`src/logic/bal_pkg.sv`:
```
// Purpose: shared constants and types for the byte arithmetic and logic unit
// Assumes: 8-bit data path, status word laid out as c,z,n,v,s,h,t,i from bit 0
// Notes: no timescale here, package only
`default_nettype none

package bal_pkg;

   // ----------------------------------------------------------------
   // widths and byte constants
   // ----------------------------------------------------------------
   localparam int BAL_DATA_W = 8;
   localparam int BAL_NIBBLE_W = 4;
   localparam logic [7:0] BAL_BYTE_ONES = 8'hff;
   localparam logic [7:0] BAL_BYTE_ZERO = 8'h00;
   localparam logic [7:0] BAL_BYTE_ONE = 8'h01;

   // ----------------------------------------------------------------
   // status word field positions and reset value
   // ----------------------------------------------------------------
   localparam int BAL_FLAG_C = 0;
   localparam int BAL_FLAG_Z = 1;
   localparam int BAL_FLAG_N = 2;
   localparam int BAL_FLAG_V = 3;
   localparam int BAL_FLAG_S = 4;
   localparam int BAL_FLAG_H = 5;
   localparam logic [7:0] BAL_SREG_RESET = 8'h00;

   // ----------------------------------------------------------------
   // operation timing in cycles
   // ----------------------------------------------------------------
   localparam int BAL_BYTE_CYCLES = 1;
   localparam int BAL_WORD_CYCLES = 2;

   // operation codes presented by the decoder
   typedef enum logic [4:0] {
      BAL_OP_REG_ADD = 5'h00,
      BAL_OP_REG_ADD_CARRY = 5'h01,
      BAL_OP_WORD_ADD_IMM = 5'h02,
      BAL_OP_REG_SUB = 5'h03,
      BAL_OP_SUB_IMM = 5'h04,
      BAL_OP_REG_SUB_BORROW = 5'h05,
      BAL_OP_SUB_IMM_BORROW = 5'h06,
      BAL_OP_WORD_SUB_IMM = 5'h07,
      BAL_OP_REG_AND = 5'h08,
      BAL_OP_AND_IMM = 5'h09,
      BAL_OP_REG_OR = 5'h0a,
      BAL_OP_OR_IMM = 5'h0b,
      BAL_OP_REG_BITWISE_XOR = 5'h0c,
      BAL_OP_ONES_COMPLEMENT = 5'h0d,
      BAL_OP_TWOS_NEGATE = 5'h0e,
      BAL_OP_MASK_SET_BITS = 5'h0f,
      BAL_OP_MASK_CLEAR_BITS = 5'h10,
      BAL_OP_INCREMENT = 5'h11
   } bal_op_type;

   // sequencer states, one-hot
   typedef enum logic [1:0] {
      BAL_ST_IDLE = 2'h1,
      BAL_ST_WORD_HI = 2'h2
   } bal_state_type;

endpackage : bal_pkg

`default_nettype wire

```
`src/logic/bal_alu.sv`:
```
// Purpose: byte arithmetic and logic unit with status flags for the core
// Assumes: decoder holds op_code and operands stable while op_valid is high
// Notes: byte ops answer one cycle after acceptance, word ops after two
`timescale 1ns/1ns
`default_nettype none

module bal_alu (
   input wire logic mclk,                         // core clock
   input wire logic sys_rst,                      // synchronous reset, active high
   input wire logic op_valid,                     // decoder presents an operation
   output logic op_ready,                         // unit can take an operation
   input wire bal_pkg::bal_op_type op_code,       // operation to run
   input wire logic [7:0] dst_data,               // destination or low byte of pair
   input wire logic [7:0] dst_hi_data,            // high byte of pair
   input wire logic [7:0] src_data,               // src_operand register
   input wire logic [7:0] imm_data,               // instruction constant
   input wire logic sreg_load,                    // core writes the status word
   input wire logic [7:0] sreg_wdata,             // status word to write
   output logic res_valid,                        // result pulse
   output logic res_word,                         // result is a register pair
   output logic [7:0] res_data,                   // result or low byte
   output logic [7:0] res_hi_data,                // high byte of pair result
   output logic [7:0] sreg_out                    // status word
);
   import bal_pkg::*;

   // ----------------------------------------------------------------
   // decode helpers
   // ----------------------------------------------------------------
   function automatic logic is_word(input bal_op_type op);
      is_word = (op == BAL_OP_WORD_ADD_IMM) || (op == BAL_OP_WORD_SUB_IMM);
   endfunction

   function automatic logic is_logic(input bal_op_type op);
      is_logic = (op == BAL_OP_REG_AND) || (op == BAL_OP_AND_IMM) || (op == BAL_OP_REG_OR)
                 || (op == BAL_OP_OR_IMM) || (op == BAL_OP_REG_BITWISE_XOR)
                 || (op == BAL_OP_MASK_SET_BITS) || (op == BAL_OP_MASK_CLEAR_BITS);
   endfunction

   // ----------------------------------------------------------------
   // state and holding registers
   // ----------------------------------------------------------------
   bal_state_type state_r, state_nxt;
   logic [7:0] hi_byte_r;
   logic [7:0] lo_res_r;
   logic carry_mid_r;
   logic word_sub_r;
   logic [7:0] sreg_r, sreg_nxt;
   logic res_valid_r;
   logic res_word_r;
   logic [7:0] res_data_r, res_data_nxt;
   logic [7:0] res_hi_r;
   logic accept;
   logic in_hi;

   // adder operands and outputs
   logic [7:0] add_a, add_b, add_sum;
   logic add_cin, add_sub, add_cout, add_half, add_ovf;
   logic [7:0] logic_res;
   logic res_zero;

   assign op_ready = (state_r == BAL_ST_IDLE);
   assign accept = op_valid && op_ready;
   assign in_hi = (state_r == BAL_ST_WORD_HI);

   // ----------------------------------------------------------------
   // operand steering for the shared adder
   // ----------------------------------------------------------------
   always_comb begin
      add_a = dst_data;
      add_b = src_data;
      add_cin = 1'b0;
      add_sub = 1'b0;
      if (in_hi) begin
         add_a = hi_byte_r;            // high byte ripples the low carry
         add_b = BAL_BYTE_ZERO;
         add_cin = carry_mid_r;
         add_sub = word_sub_r;
      end else begin
         case (op_code)
            BAL_OP_REG_ADD_CARRY: add_cin = sreg_r[BAL_FLAG_C];
            BAL_OP_WORD_ADD_IMM: add_b = imm_data;
            BAL_OP_REG_SUB: add_sub = 1'b1;
            BAL_OP_SUB_IMM: begin
               add_b = imm_data;
               add_sub = 1'b1;
            end
            BAL_OP_REG_SUB_BORROW: begin
               add_cin = sreg_r[BAL_FLAG_C];
               add_sub = 1'b1;
            end
            BAL_OP_SUB_IMM_BORROW: begin
               add_b = imm_data;
               add_cin = sreg_r[BAL_FLAG_C];
               add_sub = 1'b1;
            end
            BAL_OP_WORD_SUB_IMM: begin
               add_b = imm_data;
               add_sub = 1'b1;
            end
            BAL_OP_TWOS_NEGATE: begin
               add_a = BAL_BYTE_ZERO;
               add_b = dst_data;
               add_sub = 1'b1;
            end
            BAL_OP_INCREMENT: begin
               add_b = BAL_BYTE_ZERO;
               add_cin = 1'b1;
            end
            default: add_cin = 1'b0;
         endcase
      end
   end

   bal_addsub #(.WIDTH(BAL_DATA_W)) u_addsub (
      .a(add_a),
      .b(add_b),
      .cin(add_cin),
      .sub(add_sub),
      .sum(add_sum),
      .cout(add_cout),
      .half(add_half),
      .ovf(add_ovf)
   );

   // ----------------------------------------------------------------
   // bitwise results
   // ----------------------------------------------------------------
   always_comb begin
      case (op_code)
         BAL_OP_REG_AND: logic_res = dst_data & src_data;
         BAL_OP_AND_IMM: logic_res = dst_data & imm_data;
         BAL_OP_REG_OR: logic_res = dst_data | src_data;
         BAL_OP_OR_IMM: logic_res = dst_data | imm_data;
         BAL_OP_MASK_SET_BITS: logic_res = dst_data | imm_data;
         BAL_OP_MASK_CLEAR_BITS: logic_res = dst_data & (BAL_BYTE_ONES - imm_data);
         BAL_OP_REG_BITWISE_XOR: logic_res = dst_data ^ src_data;
         BAL_OP_ONES_COMPLEMENT: logic_res = BAL_BYTE_ONES - dst_data;
         default: logic_res = add_sum;
      endcase
   end

   // result byte for a single-cycle op or the low byte of a pair
   always_comb begin
      res_data_nxt = is_logic(op_code) || (op_code == BAL_OP_ONES_COMPLEMENT) ? logic_res : add_sum;
      res_zero = (res_data_nxt == BAL_BYTE_ZERO);
   end

   // ----------------------------------------------------------------
   // status word next value
   // ----------------------------------------------------------------
   always_comb begin
      sreg_nxt = sreg_r;
      if (in_hi) begin
         // pair flags from the high byte and the stored low byte
         sreg_nxt[BAL_FLAG_C] = add_cout;
         sreg_nxt[BAL_FLAG_Z] = (add_sum == BAL_BYTE_ZERO) && (lo_res_r == BAL_BYTE_ZERO);
         sreg_nxt[BAL_FLAG_N] = add_sum[BAL_DATA_W-1];
         sreg_nxt[BAL_FLAG_V] = add_ovf;
         sreg_nxt[BAL_FLAG_S] = add_sum[BAL_DATA_W-1] ^ add_ovf;
      end else if (accept && !is_word(op_code)) begin
         sreg_nxt[BAL_FLAG_Z] = res_zero;
         sreg_nxt[BAL_FLAG_N] = res_data_nxt[BAL_DATA_W-1];
         if (is_logic(op_code)) begin
            sreg_nxt[BAL_FLAG_V] = 1'b0;
         end else if (op_code == BAL_OP_ONES_COMPLEMENT) begin
            sreg_nxt[BAL_FLAG_V] = 1'b0;
            sreg_nxt[BAL_FLAG_C] = 1'b1;
         end else if (op_code == BAL_OP_INCREMENT) begin
            sreg_nxt[BAL_FLAG_V] = add_ovf;
         end else begin
            sreg_nxt[BAL_FLAG_V] = add_ovf;
            sreg_nxt[BAL_FLAG_C] = add_cout;
            sreg_nxt[BAL_FLAG_H] = add_half;
         end
         sreg_nxt[BAL_FLAG_S] = res_data_nxt[BAL_DATA_W-1] ^ sreg_nxt[BAL_FLAG_V];
      end else if (sreg_load) begin
         sreg_nxt = sreg_wdata;
      end
   end

   // status word register
   always_ff @(posedge mclk) begin
      if (sys_rst) begin
         sreg_r <= BAL_SREG_RESET;
      end else begin
         sreg_r <= sreg_nxt;
      end
   end

   // ----------------------------------------------------------------
   // sequencer for two-cycle pair operations
   // ----------------------------------------------------------------
   always_comb begin
      state_nxt = state_r;
      case (state_r)
         BAL_ST_IDLE: if (accept && is_word(op_code)) state_nxt = BAL_ST_WORD_HI;
         BAL_ST_WORD_HI: state_nxt = BAL_ST_IDLE;
         default: state_nxt = BAL_ST_IDLE;
      endcase
   end

   always_ff @(posedge mclk) begin
      if (sys_rst) begin
         state_r <= BAL_ST_IDLE;
      end else begin
         state_r <= state_nxt;
      end
   end

   // low byte and carry held across the pair operation
   always_ff @(posedge mclk) begin
      if (sys_rst) begin
         hi_byte_r <= BAL_BYTE_ZERO;
         lo_res_r <= BAL_BYTE_ZERO;
         carry_mid_r <= 1'b0;
         word_sub_r <= 1'b0;
      end else if (accept && is_word(op_code)) begin
         hi_byte_r <= dst_hi_data;
         lo_res_r <= add_sum;
         carry_mid_r <= add_cout;
         word_sub_r <= (op_code == BAL_OP_WORD_SUB_IMM);
      end
   end

   // ----------------------------------------------------------------
   // result registers
   // ----------------------------------------------------------------
   always_ff @(posedge mclk) begin
      if (sys_rst) begin
         res_valid_r <= 1'b0;
         res_word_r <= 1'b0;
         res_data_r <= BAL_BYTE_ZERO;
         res_hi_r <= BAL_BYTE_ZERO;
      end else if (in_hi) begin
         res_valid_r <= 1'b1;
         res_word_r <= 1'b1;
         res_data_r <= lo_res_r;
         res_hi_r <= add_sum;
      end else if (accept && !is_word(op_code)) begin
         res_valid_r <= 1'b1;
         res_word_r <= 1'b0;
         res_data_r <= res_data_nxt;
      end else begin
         res_valid_r <= 1'b0;
         res_word_r <= 1'b0;
      end
   end

   assign res_valid = res_valid_r;
   assign res_word = res_word_r;
   assign res_data = res_data_r;
   assign res_hi_data = res_hi_r;
   assign sreg_out = sreg_r;
endmodule // bal_alu

`default_nettype wire

```
`src/logic/bal_addsub.sv`:
```
// Purpose: shared adder/subtractor with carry, half-carry and overflow
// Assumes: sub high means a - b - cin, cin then acts as a borrow
// Notes: carry and half-carry are reported as borrows when subtracting
`timescale 1ns/1ns
`default_nettype none

module bal_addsub #(
   parameter int WIDTH = bal_pkg::BAL_DATA_W
) (
   input wire logic [WIDTH-1:0] a,   // left operand
   input wire logic [WIDTH-1:0] b,   // right operand
   input wire logic cin,             // carry or borrow in
   input wire logic sub,             // subtract when high
   output logic [WIDTH-1:0] sum,     // result
   output logic cout,                // carry or borrow out
   output logic half,                // nibble carry or borrow
   output logic ovf                  // two's complement overflow
);
   import bal_pkg::*;

   logic [WIDTH-1:0] b_eff;
   logic c_eff;
   logic [WIDTH:0] full;
   logic [BAL_NIBBLE_W:0] low;

   // subtraction as a + ~b + ~borrow
   always_comb begin
      b_eff = sub ? ~b : b;
      c_eff = sub ? ~cin : cin;
      full = {1'b0, a} + {1'b0, b_eff} + {{WIDTH{1'b0}}, c_eff};
      low = {1'b0, a[BAL_NIBBLE_W-1:0]} + {1'b0, b_eff[BAL_NIBBLE_W-1:0]}
            + {{BAL_NIBBLE_W{1'b0}}, c_eff};
      sum = full[WIDTH-1:0];
      cout = sub ? ~full[WIDTH] : full[WIDTH];
      half = sub ? ~low[BAL_NIBBLE_W] : low[BAL_NIBBLE_W];
      ovf = (a[WIDTH-1] == b_eff[WIDTH-1]) && (sum[WIDTH-1] != a[WIDTH-1]);
   end

endmodule // bal_addsub

`default_nettype wire

```
`config.mk`:
```
export PLATFORM = sky130hd
export DESIGN_NAME = bal_alu
export DESIGN_NICKNAME = d
export VERILOG_FILES = /design/src/logic/bal_pkg.sv /design/src/logic/bal_alu.sv /design/src/logic/bal_addsub.sv
export SDC_FILE = /design/constraint.sdc
export NUM_CORES = 1
export LEC_CHECK = 0
export ABC_CLOCK_PERIOD_IN_PS = 11690
export BUFFER_PORTS_ARGS = -buffer_cell sky130_fd_sc_hd__buf_2
export CAP_MARGIN = 25
export CORE_ASPECT_RATIO = 1.1
export CORE_MARGIN = 1
export CORE_UTILIZATION = 40
export CTS_CLUSTER_SIZE = 14
export DETAILED_ROUTE_END_ITERATION = 16
export HOLD_SLACK_MARGIN = 0.06
export SYNTH_ARGS = -nofsm -noshare
export SYNTH_HDL_FRONTEND = slang
export SYNTH_SLANG_ARGS = --single-unit
export TNS_END_PERCENT = 1
```
`constraint.sdc`:
```
create_clock -name mclk -period 11.69 [get_ports mclk]
set_input_delay 0.5845 -clock mclk [delete_from_list [all_inputs] [get_ports mclk]]
set_output_delay 0.5845 -clock mclk [all_outputs]
set_load 0.05 [all_outputs]
```
==> impl_summary.log <==
[metrics] area share of and/or/nand/nor cells after synthesis: about a quarter
[metrics] maximum number of pins on one net before global-route repair: 44
[metrics] Die Y: 99.3 µm
[metrics] min-delay src: res_hi_data[5]$_SDFFE_PP0P_
[metrics] Max-Cap Viols: 0
[metrics] total area of multi-input combinational cells: 2340 µm²
[metrics] maximum fanout along the worst path: 28
[metrics] # IOs: 76
[metrics] total iterations of the first detailed-routing run: 5
[metrics] power density over the cells: ~120 nW/µm²
[metrics] Worst R2R Setup Slack: approximately 7.7 ns
[metrics] Placer Congestion: roughly 0.9
[metrics] Cell Area, Synth: 3440 µm²
[metrics] endpoint of the worst hold path: res_hi_data[5]$_SDFFE_PP0P_
[metrics] number of design-rule violations left by the first detailed-router iteration: 276
[metrics] beginning of the worst register-to-register path: state_r[0]$_SDFFE_PP1P_
[metrics] clock tree sinks: 46
[metrics] Total Routing Usage GR: 26.1%
[metrics] ordered list of cells on the worst path: buf_2 -> nor2b_1 -> nand2_1 -> nor2_1 -> a222oi_1 -> xnor2_1 -> a21oi_1 -> fa_1 -> fa_1 -> nor2b_1 -> o21ai_1 -> nand2_1 -> xor2_1 -> a21o_1 -> or4_1 -> o32ai_2
[metrics] mean instance size in the synthesized netlist: 7.38 µm²
[metrics] Tcrit/Tclk final: 42.1%
[metrics] Combinational Power Share: about two fifths
[metrics] count of unresolved DRC violations after routing: 0
[metrics] floorplan die width: 90.4 µm
[metrics] remaining number of nets flagged by the antenna check after routing: 0
[metrics] combinational family with the most area after synthesis: compound AO/OA/AOI/OAI gates
[metrics] leading register cell type out of synthesis: dfxtp_1
[metrics] EDFF count, synth: 0
[metrics] total number of vias: 3715
[metrics] P_leak: 1.56 nW
[metrics] Sum Neg Setup Slack: 0 ns
[metrics] kind of end point of the critical path: flip-flop
[metrics] family of cells with the greatest summed delay on the critical path: simple AND/OR/NAND/NOR gates
[metrics] endpoints failing setup: 0
[metrics] clock latency on the worst-skew pair: a little over 0.3 ns
[metrics] Antenna diodes: 0
[metrics] routed length per placed instance: 18.6 µm
[metrics] share of the synthesized area in compound gates (AO/OA/AOI/OAI): 31.8%
[metrics] count of hold buffers inserted by post-cts repair: 0
[metrics] category of the worst setup path launch point: input pin
[metrics] final number of hold-violating endpoints: 0
[metrics] DPL Wire Length: 8.75 mm
[metrics] Synth Register Bits: 46
[metrics] share of total power in sequential cells: 36.4%
[metrics] vias in the first global route: 3455
[metrics] xor-xnor portion of the synthesized cell area: around 5.3%
[metrics] final critical path time including I/O delays and setup: 4.92 ns
[metrics] number of max-slew violations in the final report: 0
[metrics] Tightest Pin Transition: 0.970 ns
[metrics] share of final-layout standard cells stronger than drive strength 1: 19.0%
[metrics] Synth Warn #: 0
[metrics] maximum cell stage delay along the critical path: 0.69 ns
[metrics] r2r worst-path depth: 12
[metrics] library cell contributing the largest single delay on the critical path: nor2_1
[metrics] RSZ-0062 raised after global routing: no
[metrics] Clock H-tree levels: 2
[metrics] highest ir drop seen on vdd: 0.0000793 V
[metrics] max-slew headroom at the worst pin: 35.1%
[metrics] outcome: finished, final reports clean
[metrics] effective utilization at floorplan: 41.1%
[metrics] total congestion overflow after global routing: 0
[metrics] Total Power Consumption: 0.466 mW
[metrics] CTS buffer count: 5
[metrics] global-route wire length before repair: around 19 mm
[metrics] fraction of the yosys area taken by sequential cells: 26.8%
[metrics] type of the most critical hold path: reg -> reg
[metrics] Longest Clk Path Bufs: 2
[metrics] number of instances in the synthesized netlist: 466
[metrics] number of distinct library cells after synthesis: 65
[metrics] number of buffers inserted by port buffering: 75
[metrics] number of instances resized during post-cts repair: 0
[metrics] Clk pin slew, worst setup/hold paths: roughly 0.10 ns
[metrics] signed area change from the synthesized netlist to the final layout: 14.1%
[metrics] non-filler instance count after layout: 628
[metrics] initial antenna violation count: 0
[metrics] die outline area: 8980 µm²
[metrics] synthesized-area fraction occupied by adder cells: between 3 and 4%
[metrics] hold path depth: 2
[metrics] total detailed-routing wirelength: 11.7 mm
[metrics] final setup skew: around 0.0094 ns
[metrics] Sw Ratio: 41.0%
[metrics] post-DR vias/cell: 5.92
[metrics] worst reg2reg endpoint: sreg_out[1]$_SDFFE_PP0P_
[metrics] CTS tree: built
[metrics] total net switching power: 0.191 mW
[metrics] syn nets: 524
[metrics] Util after Layout: 46.9%
[metrics] setup bufs post-CTS: 0
[metrics] worst hold slack: 0.459 ns
[metrics] number of core rows: 35
[metrics] share of cell area taken by muxes after synthesis: 2.91%
[metrics] number of fillers in the final layout: 890
[metrics] type of the worst setup path: in -> reg
[metrics] total number of nets in the final design: 574
[metrics] async set-reset flop share out of synthesis: 0%
[metrics] required time reported for the critical path endpoint: 11.91 ns
[metrics] Placeable Area: 8360 µm²
[metrics] clock share of power: 22.4%
[metrics] data arrival time of the critical path: ~5.2 ns
[metrics] worst path buffer plus inverter count: 1
[metrics] Internal Dissipation: between 0.2 and 0.3 mW
[metrics] buffer cell driving the clock tree root: clkbuf_8
[metrics] # placed instances: 620
[metrics] achievable clock frequency: slightly above 0.2 GHz
[metrics] register area: 921 µm²
registers in the layout, indices dropped and copies added, names as in the netlist:
signal       cells
carry_mid_r      1
hi_byte_r        8
lo_res_r         8
res_data         8
res_hi_data      8
res_valid        1
res_word         1
sreg_out         8
state_r          2
word_sub_r       1
power by group through the flow:
stage	clock (mW)	sequential [mW]	combinational [mW]
2_1_floorplan	0	0.196	0.113
3_3_place_gp	0	0.173	0.188
3_5_place_dp	0	0.173	0.189
4_1_cts	0.108	0.170	0.190
5_1_grt	0.113	0.171	0.207
6_report	0.105	0.170	0.192
cells in the final DEF, fill, tap and decap left out, types with 4 or more instances in the layout:
cell type  instances
nor2_1            43
xnor2_1            7
a21o_1             4
a31oi_1            5
o21ai_0           18
a22oi_1            5
ha_1               7
buf_2             75
o221ai_1           5
a211oi_1           5
inv_1              9
nand2b_1           9
nand3_1            9
mux2i_1           10
dfxtp_1           46
o21ai_1           11
a21oi_1           48
xor2_1            14
nor3_1             9
nor2b_1            5
a222oi_1           8
or4_1              5
a221oi_1           5
or3_1              4
clkbuf_8           5
o21a_1             7
nand2_1           69
o22ai_1            4
logic make-up (layout without fill, tap and decap cells):
logic type               Yosys count  after routing
AO/OA/AOI/OAI                    160            160
XOR/XNOR                          21             21
adder cells (fa/ha/maj)            9              9
buffers and inverters             45             96
flip-flops                        46             46
multiplexers                      10             10
AND/OR/NAND/NOR                  175            175
metal layers:
layer / wire (µm) / track usage [%]
met2: 5430 / 43.3
met4: 223 / 8.06
met3: 873 / 5.05
met1: 5120 / 34.1
met5: 0 / 0
Yosys cell counts (all sizes together), types with 3 or more instances:
cell / count / area (µm²)
o221ai: 5 / 43.8
a221oi: 7 / 73.8
nand2: 69 / 259
a222oi: 8 / 80.1
or2: 3 / 18.8
o22ai: 4 / 25.0
and2: 3 / 18.8
o21ai: 29 / 145
inv: 11 / 41.3
o32ai: 3 / 33.8
nor4: 3 / 18.8
ha: 7 / 87.6
nor2b: 6 / 37.5
o2bb2ai: 3 / 26.3
a21o: 4 / 30.0
a211oi: 5 / 37.5
or4: 5 / 37.5
buf: 12 / 56.3
nor2: 44 / 168
nand3: 9 / 45.0
nor3: 10 / 61.3
a22oi: 5 / 37.5
nand2b: 9 / 56.3
o31ai: 3 / 22.5
xor2: 14 / 123
or3: 4 / 25.0
a31oi: 5 / 31.3
a32oi: 3 / 26.3
dfxtp: 46 / 921
a41oi: 3 / 26.3
xnor2: 7 / 61.3
a21oi: 50 / 258
clkbuf: 22 / 82.6
o21a: 7 / 52.6
mux2i: 10 / 100
layout make-up:
| type | count | area share [%] |
|---|---|---|
| multi-input cells | 375 | 59.7 |
| flip-flops and latches | 46 | 23.5 |
| repair buffers | 77 | 9.95 |
| well taps | 111 | 3.54 |
| clock buffers | 5 | 1.75 |
| inverters | 11 | 1.05 |
| clock inverters | 3 | 0.574 |
how the worst max path moves through the flow:
stage                     startpoint                  endpoint  slack, ns  depth (start not counted)
after floorplan           op_code[0]  sreg_out[1]$_SDFFE_PP0P_       7.32                         18
after global placement    op_code[0]  sreg_out[1]$_SDFFE_PP0P_       6.63                         17
after detailed placement  op_code[1]  sreg_out[1]$_SDFFE_PP0P_       6.51                         16
after CTS                 op_code[1]  sreg_out[1]$_SDFFE_PP0P_       6.82                         16
after global routing      op_code[1]  sreg_out[1]$_SDFFE_PP0P_       6.40                         16
final                     op_code[1]  sreg_out[1]$_SDFFE_PP0P_       6.77                         16
worst reg2reg max path, delay by kind of cell, from the launching register on:
family | cells | cell delay [ns]
xor+xnor | 2 | 0.36
fa+ha+maj | 2 | 0.84
flops | 1 | 0.36
simple gates | 4 | 1.52
compound gates | 4 | 0.79
stage by stage:
stage / setup slack (ns) / instance area (µm²)
finish: 6.77 / 3930
detailed placement: 6.51 / 3830
global placement: 6.63 / 3830
CTS: 6.82 / 3930
floorplan: 7.32 / 3440
global route: 6.40 / 3930
Power figures use the tool's default switching activity.
